File: src/design/dct_pkg.sv
// Constants for the dual camera trigger and frame pairing block.
// Assumes a single 50 MHz system clock and a plain register port.
// Summary of operation
// - Two trigger outputs only: primary and secondary.
// - Each trigger has its own enable; disabled means no pulses.
// - Primary frequency programmable from 0.1 Hz to 50 Hz.
// - Primary pulse width programmable in milliseconds.
// - Pulses are active high, low again after the width.
// - Secondary only runs while the primary is enabled.
// - Secondary repeats at exactly the primary frequency.
// - Secondary rises a programmed offset after each primary rise.
// - Secondary has its own pulse width.
// - With pulse-per-second sync on, the secondary never pulses.
// - Trigger-time option stamps results with the primary trigger time.
// - Frames pair only if their stamps differ by at most the maximum.
// - Right feature following an automatic left feature copies the left value.
// - With pulse-per-second sync on, each sync pulse clears the timestamp clock.
package dct_pkg;
  localparam int unsigned CLK_HZ = 50000000;
  localparam int unsigned MS_US = 1000;
  localparam int unsigned TS_TICK_US = 1;
  // Cycles per millisecond and per timestamp microsecond
  localparam logic [31:0] CYC_PER_MS = 32'(CLK_HZ / 1000);
  localparam logic [31:0] CYC_PER_US = 32'(CLK_HZ / 1000000 * TS_TICK_US);
  // Period limits: 50 Hz and 0.1 Hz in cycles
  localparam logic [31:0] PER_MIN = 32'(CLK_HZ / 50);
  localparam logic [31:0] PER_MAX = 32'(CLK_HZ * 10);

  localparam logic [3:0] A_CTRL = 4'h0;
  localparam logic [3:0] A_PERIOD = 4'h1;
  localparam logic [3:0] A_W0_MS = 4'h2;
  localparam logic [3:0] A_W1_MS = 4'h3;
  localparam logic [3:0] A_OFS_MS = 4'h4;
  localparam logic [3:0] A_MAXDIFF = 4'h5;
  localparam logic [3:0] A_TSTAMP = 4'h6;
  localparam logic [3:0] A_LAST_TRIG = 4'h7;
  localparam logic [3:0] A_PAIR = 4'h8;
  localparam logic [3:0] A_FEAT = 4'h9;
  localparam logic [3:0] A_RIGHT_SET = 4'ha;

  localparam int unsigned B_EN0 = 0;
  localparam int unsigned B_EN1 = 1;
  localparam int unsigned B_PPS = 2;
  localparam int unsigned B_TTS = 3;
  localparam int unsigned B_FOLLOW = 4;
  localparam int unsigned B_LAUTO = 5;
  localparam int unsigned NFEAT = 4;

  localparam logic [31:0] PERIOD_RST = 32'h001e8480;
  localparam logic [15:0] W_RST = 16'h0001;
  localparam logic [31:0] MAXDIFF_RST = 32'h00002710;

  typedef enum logic [1:0] {
    DCT_PR_IDLE = 2'b00,
    DCT_PR_HAVE_L = 2'b01,
    DCT_PR_HAVE_R = 2'b10
  } dct_pair_st_t;
endpackage : dct_pkg

File: src/design/dct_pulse.sv
// One pulse channel: rises when started, falls after a width in cycles.
// Assumes start is a one-cycle strobe on the system clock.
`timescale 1ns/1ps
`default_nettype none
module dct_pulse (
  // Clock and reset
  input wire logic clk_sys_in,
  input wire logic rstn_in,
  // Control
  input wire logic en_in,
  input wire logic start_in,
  input wire logic [31:0] width_in,
  // Output
  output logic pulse_out
);
  import dct_pkg::*;
  logic [31:0] cnt_q;

  always_ff @(posedge clk_sys_in or negedge rstn_in) begin
    if (!rstn_in) begin
      cnt_q <= 32'h0;
      pulse_out <= 1'b0;
    end else if (!en_in) begin
      cnt_q <= 32'h0;
      pulse_out <= 1'b0;
    end else if (start_in) begin
      cnt_q <= width_in;
      pulse_out <= (width_in != 32'h0);
    end else if (cnt_q > 32'h1) begin
      cnt_q <= cnt_q - 32'h1;
    end else begin
      cnt_q <= 32'h0;
      pulse_out <= 1'b0;
    end
  end
endmodule : dct_pulse
`default_nettype wire

File: src/design/dct_ts_clock.sv
// Free-running microsecond timestamp clock with a synchronous clear.
// Assumes the clear is a one-cycle strobe on the system clock.
`timescale 1ns/1ps
`default_nettype none
module dct_ts_clock (
  // Clock and reset
  input wire logic clk_sys_in,
  input wire logic rstn_in,
  // Control
  input wire logic clr_in,
  // Time
  output logic [31:0] ts_out
);
  import dct_pkg::*;
  logic [31:0] div_q;

  always_ff @(posedge clk_sys_in or negedge rstn_in) begin
    if (!rstn_in) begin
      div_q <= 32'h0;
      ts_out <= 32'h0;
    end else if (clr_in) begin
      div_q <= 32'h0;
      ts_out <= 32'h0;
    end else if (div_q == CYC_PER_US - 32'h1) begin
      div_q <= 32'h0;
      ts_out <= ts_out + 32'h1;
    end else begin
      div_q <= div_q + 32'h1;
    end
  end
endmodule : dct_ts_clock
`default_nettype wire

File: src/design/dct_top.sv
// Top of the dual camera trigger generator and frame pairing block.
// Assumes synchronous inputs and single-cycle register strobes.
`timescale 1ns/1ps
`default_nettype none
module dct_top (
  // Clock and reset
  input wire logic clk_sys_in,
  input wire logic rstn_in,
  // Register port
  input wire logic [3:0] reg_addr_in,
  input wire logic [31:0] reg_wdata_in,
  input wire logic reg_wr_in,
  input wire logic reg_rd_in,
  output logic [31:0] reg_rdata_out,
  // Shared secondary trigger / sync pin
  input wire logic pps_in,
  output logic trig1_oe_out,
  // Triggers
  output logic trig0_out,
  output logic trig1_out,
  // Frame arrivals
  input wire logic frame_l_in,
  input wire logic frame_r_in,
  output logic pair_valid_out,
  output logic [31:0] pair_ts_out,
  // Camera feature follow port
  input wire logic [dct_pkg::NFEAT*16-1:0] left_feat_in,
  output logic [dct_pkg::NFEAT*16-1:0] right_feat_out,
  output logic right_feat_wr_out
);
  import dct_pkg::*;

  ////////////////////////////////////////////////////////////////////////////
  // Configuration registers
  logic en0_q, en1_q, pps_en_q, tts_q;
  logic [NFEAT-1:0] follow_left_setting_q;
  logic [NFEAT-1:0] left_auto_q;
  logic [31:0] period_q;
  logic [15:0] w0_ms_q, w1_ms_q, ofs_ms_q;
  logic [31:0] maxdiff_q;

  always_ff @(posedge clk_sys_in or negedge rstn_in) begin
    if (!rstn_in) begin
      en0_q <= 1'b0;
      en1_q <= 1'b0;
      pps_en_q <= 1'b0;
      tts_q <= 1'b0;
      period_q <= PERIOD_RST;
      w0_ms_q <= W_RST;
      w1_ms_q <= W_RST;
      ofs_ms_q <= 16'h0;
      maxdiff_q <= MAXDIFF_RST;
      follow_left_setting_q <= '0;
      left_auto_q <= '0;
    end else if (reg_wr_in) begin
      case (reg_addr_in)
        A_CTRL: begin
          // Secondary enable stored only beside the primary enable
          en0_q <= reg_wdata_in[B_EN0];
          en1_q <= reg_wdata_in[B_EN1] & reg_wdata_in[B_EN0];
          pps_en_q <= reg_wdata_in[B_PPS];
          tts_q <= reg_wdata_in[B_TTS];
        end
        A_PERIOD: begin
          // Clamp into the 0.1 Hz .. 50 Hz range
          if (reg_wdata_in < PER_MIN) period_q <= PER_MIN;
          else if (reg_wdata_in > PER_MAX) period_q <= PER_MAX;
          else period_q <= reg_wdata_in;
        end
        A_W0_MS: w0_ms_q <= reg_wdata_in[15:0];
        A_W1_MS: w1_ms_q <= reg_wdata_in[15:0];
        A_OFS_MS: ofs_ms_q <= reg_wdata_in[15:0];
        A_MAXDIFF: maxdiff_q <= reg_wdata_in;
        A_FEAT: begin
          follow_left_setting_q <= reg_wdata_in[NFEAT-1:0];
          left_auto_q <= reg_wdata_in[2*NFEAT-1:NFEAT];
        end
        default: ;
      endcase
    end
  end

  ////////////////////////////////////////////////////////////////////////////
  // Period counter and derived widths
  logic [31:0] per_cnt_q;
  logic [31:0] ofs_cnt_q;
  logic ofs_run_q;
  logic start0, start1;
  logic [31:0] w0_cyc, w1_cyc, ofs_cyc;
  logic trig1_en;
  logic trig1_raw;

  ////////////////////////////////////////////////////////////////////////////
  // Derived widths and offset

  // Widths clamped below the period so a pulse always ends before the next
  function automatic logic [31:0] dct_clamp(input logic [15:0] ms, input logic [31:0] per);
    logic [47:0] c;
    c = 48'(ms) * 48'(CYC_PER_MS);
    if (c >= 48'(per)) dct_clamp = per - 32'h1;
    else dct_clamp = c[31:0];
  endfunction : dct_clamp

  always_comb begin
    w0_cyc = dct_clamp(w0_ms_q, period_q);
    w1_cyc = dct_clamp(w1_ms_q, period_q);
    // Offset shares the clamp so the secondary start stays inside the period
    ofs_cyc = dct_clamp(ofs_ms_q, period_q);
  end

  assign trig1_en = en1_q & en0_q & ~pps_en_q;
  // Counter idles at zero, so the first pulse follows the enable at once
  assign start0 = en0_q && (per_cnt_q == 32'h0);

  always_ff @(posedge clk_sys_in or negedge rstn_in) begin
    if (!rstn_in) per_cnt_q <= 32'h0;
    else if (!en0_q) per_cnt_q <= 32'h0;
    else if (per_cnt_q >= period_q - 32'h1) per_cnt_q <= 32'h0;
    else per_cnt_q <= per_cnt_q + 32'h1;
  end

  // Secondary start follows each primary start by the offset
  always_ff @(posedge clk_sys_in or negedge rstn_in) begin
    if (!rstn_in) begin
      ofs_cnt_q <= 32'h0;
      ofs_run_q <= 1'b0;
    end else if (!trig1_en) begin
      // Dropping the enable cancels a pending secondary start
      ofs_run_q <= 1'b0;
      ofs_cnt_q <= 32'h0;
    end else if (start0) begin
      ofs_run_q <= 1'b1;
      ofs_cnt_q <= ofs_cyc;
    end else if (ofs_run_q && ofs_cnt_q != 32'h0) begin
      ofs_cnt_q <= ofs_cnt_q - 32'h1;
    end else begin
      ofs_run_q <= 1'b0;
    end
  end
  assign start1 = ofs_run_q && (ofs_cnt_q == 32'h0);

  dct_pulse u_p0 (
    .clk_sys_in(clk_sys_in),
    .rstn_in(rstn_in),
    .en_in(en0_q),
    .start_in(start0),
    .width_in(w0_cyc),
    .pulse_out(trig0_out)
  );

  dct_pulse u_p1 (
    .clk_sys_in(clk_sys_in),
    .rstn_in(rstn_in),
    .en_in(trig1_en),
    .start_in(start1),
    .width_in(w1_cyc),
    .pulse_out(trig1_raw)
  );

  // Pin turns into a sync input while pulse-per-second sync is on
  // Enable follows the sync choice one cycle late
  always_ff @(posedge clk_sys_in or negedge rstn_in) begin
    if (!rstn_in) begin
      trig1_out <= 1'b0;
      trig1_oe_out <= 1'b0;
    end else begin
      trig1_out <= trig1_raw & ~pps_en_q;
      trig1_oe_out <= ~pps_en_q;
    end
  end

  ////////////////////////////////////////////////////////////////////////////
  // Timestamp clock and trigger stamp
  logic pps_d1_q;
  logic pps_rise;
  logic [31:0] ts_now;
  logic [31:0] last_trig_q;

  always_ff @(posedge clk_sys_in or negedge rstn_in) begin
    if (!rstn_in) pps_d1_q <= 1'b0;
    else pps_d1_q <= pps_in;
  end
  // Sync edges are ignored unless sync is enabled
  assign pps_rise = pps_en_q & pps_in & ~pps_d1_q;

  dct_ts_clock u_ts (
    .clk_sys_in(clk_sys_in),
    .rstn_in(rstn_in),
    .clr_in(pps_rise),
    .ts_out(ts_now)
  );

  always_ff @(posedge clk_sys_in or negedge rstn_in) begin
    if (!rstn_in) last_trig_q <= 32'h0;
    else if (start0) last_trig_q <= ts_now;
  end

  ////////////////////////////////////////////////////////////////////////////
  // Frame pairing
  dct_pair_st_t pst_q;
  logic [31:0] held_ts_q;
  logic [31:0] fr_ts;
  logic [31:0] diff;
  logic [31:0] pair_cnt_q;

  // Trigger stamp relies on cameras answering every pulse
  assign fr_ts = tts_q ? last_trig_q : ts_now;
  // Distance is symmetric: either camera may deliver first
  assign diff = (fr_ts >= held_ts_q) ? fr_ts - held_ts_q : held_ts_q - fr_ts;

  always_ff @(posedge clk_sys_in or negedge rstn_in) begin
    if (!rstn_in) begin
      pst_q <= DCT_PR_IDLE;
      held_ts_q <= 32'h0;
      pair_valid_out <= 1'b0;
      pair_ts_out <= 32'h0;
      pair_cnt_q <= 32'h0;
    end else begin
      pair_valid_out <= 1'b0;
      case (pst_q)
        DCT_PR_IDLE: begin
          held_ts_q <= fr_ts;
          // Both frames in one cycle pair at once
          if (frame_l_in && frame_r_in) begin
            pair_valid_out <= 1'b1;
            pair_ts_out <= fr_ts;
            pair_cnt_q <= pair_cnt_q + 32'h1;
          end else if (frame_l_in) pst_q <= DCT_PR_HAVE_L;
          else if (frame_r_in) pst_q <= DCT_PR_HAVE_R;
        end
        DCT_PR_HAVE_L, DCT_PR_HAVE_R: begin
          if ((pst_q == DCT_PR_HAVE_L) ? frame_r_in : frame_l_in) begin
            if (diff <= maxdiff_q) begin
              pair_valid_out <= 1'b1;
              pair_ts_out <= held_ts_q;
              pair_cnt_q <= pair_cnt_q + 32'h1;
              pst_q <= DCT_PR_IDLE;
            end else begin
              // Stale partner dropped; newer frame waits instead
              held_ts_q <= fr_ts;
              pst_q <= (pst_q == DCT_PR_HAVE_L) ? DCT_PR_HAVE_R : DCT_PR_HAVE_L;
            end
          end else if ((pst_q == DCT_PR_HAVE_L) ? frame_l_in : frame_r_in) begin
            // Same-side repeat replaces the held stamp
            held_ts_q <= fr_ts;
          end
        end
        default: pst_q <= DCT_PR_IDLE;
      endcase
    end
  end

  ////////////////////////////////////////////////////////////////////////////
  // Feature follow: copy left values where right follows an auto left
  logic [NFEAT*16-1:0] right_q;
  logic [NFEAT-1:0] copy;
  assign copy = follow_left_setting_q & left_auto_q;

  generate
    for (genvar i = 0; i < NFEAT; i++) begin : g_feat
      // Follow wins over a software write in the same cycle
      always_ff @(posedge clk_sys_in or negedge rstn_in) begin
        if (!rstn_in) right_q[i*16 +: 16] <= 16'h0;
        else if (copy[i]) right_q[i*16 +: 16] <= left_feat_in[i*16 +: 16];
        else if (reg_wr_in && reg_addr_in == A_RIGHT_SET && reg_wdata_in[19:16] == 4'(i))
          right_q[i*16 +: 16] <= reg_wdata_in[15:0];
      end
    end
  endgenerate

  always_ff @(posedge clk_sys_in or negedge rstn_in) begin
    if (!rstn_in) begin
      right_feat_out <= '0;
      right_feat_wr_out <= 1'b0;
    end else begin
      right_feat_out <= right_q;
      right_feat_wr_out <= (right_q != right_feat_out);
    end
  end

  ////////////////////////////////////////////////////////////////////////////
  // Read port: data stands in the cycle after the strobe
  // Zero outside that cycle, so nothing stale is mistaken for an answer
  always_ff @(posedge clk_sys_in or negedge rstn_in) begin
    if (!rstn_in) reg_rdata_out <= 32'h0;
    else if (reg_rd_in) begin
      case (reg_addr_in)
        A_CTRL: reg_rdata_out <= {28'h0, tts_q, pps_en_q, en1_q, en0_q};
        A_PERIOD: reg_rdata_out <= period_q;
        A_W0_MS: reg_rdata_out <= {16'h0, w0_ms_q};
        A_W1_MS: reg_rdata_out <= {16'h0, w1_ms_q};
        A_OFS_MS: reg_rdata_out <= {16'h0, ofs_ms_q};
        A_MAXDIFF: reg_rdata_out <= maxdiff_q;
        A_TSTAMP: reg_rdata_out <= ts_now;
        A_LAST_TRIG: reg_rdata_out <= last_trig_q;
        A_PAIR: reg_rdata_out <= pair_cnt_q;
        A_FEAT: reg_rdata_out <= {24'h0, left_auto_q, follow_left_setting_q};
        default: reg_rdata_out <= 32'h0;
      endcase
    end else reg_rdata_out <= 32'h0;
  end
endmodule : dct_top
`default_nettype wire

File: config.mk
export PLATFORM = sky130hd
export DESIGN_NAME = dct_top
export DESIGN_NICKNAME = d
export VERILOG_FILES = /design/src/design/dct_pkg.sv /design/src/design/dct_pulse.sv /design/src/design/dct_ts_clock.sv /design/src/design/dct_top.sv
export SDC_FILE = /design/constraint.sdc
export NUM_CORES = 2
export LEC_CHECK = 0
export BUFFER_PORTS_ARGS = -buffer_cell sky130_fd_sc_hd__buf_4
export CAP_MARGIN = 40
export CELL_PAD_IN_SITES_DETAIL_PLACEMENT = 0
export CELL_PAD_IN_SITES_GLOBAL_PLACEMENT = 1
export CORE_ASPECT_RATIO = 0.8
export CORE_UTILIZATION = 30
export CTS_CLUSTER_DIAMETER = 50
export DETAILED_ROUTE_END_ITERATION = 10
export PLACE_DENSITY_LB_ADDON = 0.1
export SETUP_SLACK_MARGIN = 0.1
export SYNTH_ARGS = -nofsm -noshare
export SYNTH_HDL_FRONTEND = slang
export SYNTH_SLANG_ARGS = --single-unit
File: constraint.sdc
create_clock -name clk_sys_in -period 9.45 [get_ports clk_sys_in]
set_input_delay 1.89 -clock clk_sys_in [delete_from_list [all_inputs] [get_ports clk_sys_in]]
set_output_delay 1.89 -clock clk_sys_in [all_outputs]
set_load 0.01 [all_outputs]
==> impl_metrics.yaml <==
outcome:
  status: "finished, final reports clean"
place:
  gp_congestion: 0.873
  dp_cells: 7145
  io_buffers: 239
  pre_cts_ws_ps: 1570
  dp_hpwl_microns: 141000
detailed_routing:
  met1_length_microns: 87700
  wl_microns: 180000
  topRoutingLayerUsed: "met5"
  drt_pre_antenna_iters: 6
  routed-wl-met3_microns: 14600
  wl_met2_microns: 74400
  drtAntennaViolNets: 0
  wl_per_cell_microns: 24.6
  first_iter_violations: 3030
  vias_per_cell: 5.22
  drc: 0
  dr_total_vias: 38200
job:
  maxCapViolCount: 0
die:
  dieArea_sq_mm: 0.156
  fp.dieW_microns: 442
  rows: 128
  ios: 240
  core_area_sq_mm: 0.153
  die_height_microns: 354
  initial_core_util_pct: 30.4
sta:
  slew_viol_final: 0
  layout_setup_ws_ps: 1430
  skew_ps: 64.7
  hold_viol_final: 0
  rsz0062_at_grt: "false"
  relSlewSlack_pct: 30.4
  finalSetupTns_ps: 0
  post-route-period-util_pct: 84.9
  worst_pin_slew_ps: 1040
  setup_viol: 0
  fmax_ghz: 0.125
  min_period_ps: 8020
worst_hold_path:
  min_delay_path_depth: 0
  hold_path_class: "reg2reg"
worst_setup_path:
  reg2regPathDepth: 26
  arrival_ps: 8570
  critPathTopFamily: "adder cells"
  path_common_cell: "ha_1"
  worstPathMaxFanout: 65
  path_buf_inv: 3
  crit_path_end_kind: "register"
  worst_setup_path_start_kind: "register"
  crit_required_ps: 10000
  cp_slowest_stage_delay_ps: 610
  cp.depth: 26
  crit_path_top_delay_cell: "dfrtp_1"
  criticalPathCategory: "reg2reg"
synth:
  synth_top_area_share_pct: 32.3
  synth-main-ff-cell: "dfrtp_1"
  ys_ff_latch: 614
  synthesis.instances: 5008
  synthMostInstantiatedCell: "dfrtp_1"
  syn_avg_cell_area_sq_um: 9.28
  synth_edf_count: 0
  seq_area_frac_synth_pct: 33.1
  yosysWarnings: 0
  synthesis.area_sq_mm: 0.0465
  syn_nets: 5782
  yosysUniqueCellTypes: 96
  synth.area.top_cells: "dfrtp_1, ha_1, fa_1"
  async_reset_ff_share_pct: 100
  yosysTopAreaCell: "dfrtp_1"
  synthTopCellsByCount: "dfrtp_1, ha_1, inv_1, nand2_1, nor2_1"
grt:
  track_usage_pct: 22.6
  grt_pass1_vias: 37600
  grt_max_degree: 154
  grt_pass1_wl_microns: 263000
  overflow: 0
  grt_antenna_before_repair: 21
finish:
  fin_nets: 5996
  area_growth_pct: 16.2
  drive_above_1_share_pct: 12.3
  layout.cells.non_filler: 7317
  utilization_pct: 35.3
cts:
  cts-hold-fix-buffers: 0
  cts_made_buffers: 90
  clkSlewWorstSetupHoldPaths_ps: 60
  htreeDepth: 3
  cts-root-buf: "clkbuf_16"
  clock_latency_ps: 750
  ctsResizeCount: 0
  cts_buffer_depth: 3
  tritoncts: "yes"
  cts.sinks: 614
  postCtsSetupBuffers: 0
==> kinds of logic after synthesis <==
group | after synthesis | share of synthesized area, %
flip-flops | 614 | 33.1
AND/OR/NAND/NOR | 1354 | 14.1
AO/OA/AOI/OAI | 1038 | 14.3
adder cells (fa/ha/maj) | 667 | 19.9
multiplexers | 244 | 5.50
XOR/XNOR | 388 | 7.33
buffers and inverters | 703 | 5.79
==> registers in the layout, indices dropped and copies added (netlist names), 2 cells and up <==
signal	cells
u_p1.cnt_q	32
w1_ms_q	16
reg_rdata_out	32
pair_cnt_q	32
u_p0.cnt_q	32
last_trig_q	32
pst_q	2
period_q	32
u_ts.ts_out	32
follow_left_setting_q	4
pair_ts_out	32
ofs_ms_q	16
u_ts.div_q	32
per_cnt_q	32
left_auto_q	4
held_ts_q	32
ofs_cnt_q	32
maxdiff_q	32
w0_ms_q	16
right_q	64
right_feat_out	64
==> metrics by stage <==
step           hold WS (ps)  cell area (sq um)
3_5_place_dp            405              50900
3_3_place_gp            400              50700
6_report                389              54000
4_1_cts                 379              54000
2_1_floorplan           392              46500
5_1_grt                 396              54000
==> placed cells by master, fill, tap and decap left out, types with 73 or more instances in the layout <==
master and n:
a21o_1 91, a21oi_1 293, a22oi_1 73, buf_4 309
clkbuf_16 90, dfrtp_1 599, fa_1 122, ha_1 544
inv_1 503, mux2_2 89, mux2i_1 155, nand2_1 405
nand3_1 92, nand4_1 99, nor2_1 379, o21ai_0 226
xnor2_1 257, xor2_1 126
==> area by class of cell <==
cell class | count | area [sq um]
flip-flops and latches | 614 | 15400
diodes | 6 | 15.0
fillers | 15600 | 99000
clock buffers | 114 | 2450
well taps | 2015 | 2520
repair buffers | 322 | 2550
clock inverters | 52 | 598
multi-input cells | 3691 | 28600
inverters | 503 | 1890
==> routing by layer <==
metal / vias to the layer above / track usage [%]
met4: 11 / 4.18
met2: 1085 / 32.3
li1: 18000 / -
met3: 176 / 6.92
met5: - / 0
met1: 18900 / 33.4
==> worst paths after layout <==
check                            start                 end  slack (ps)
max                         w1_ms_q[2]      u_p1.pulse_out        1430
min                        right_q[39]  right_feat_out[39]         390
max reg2reg                 w1_ms_q[2]      u_p1.pulse_out        1430
min reg2reg                right_q[39]  right_feat_out[39]         390
max in group asynchronous      rstn_in            pst_q[1]        6400
min in group asynchronous      rstn_in  right_feat_out[32]        1080
Power is left out: the tool's default activity adds up to more than one toggle a clock period on the data nets, which glitch-free logic cannot reach.
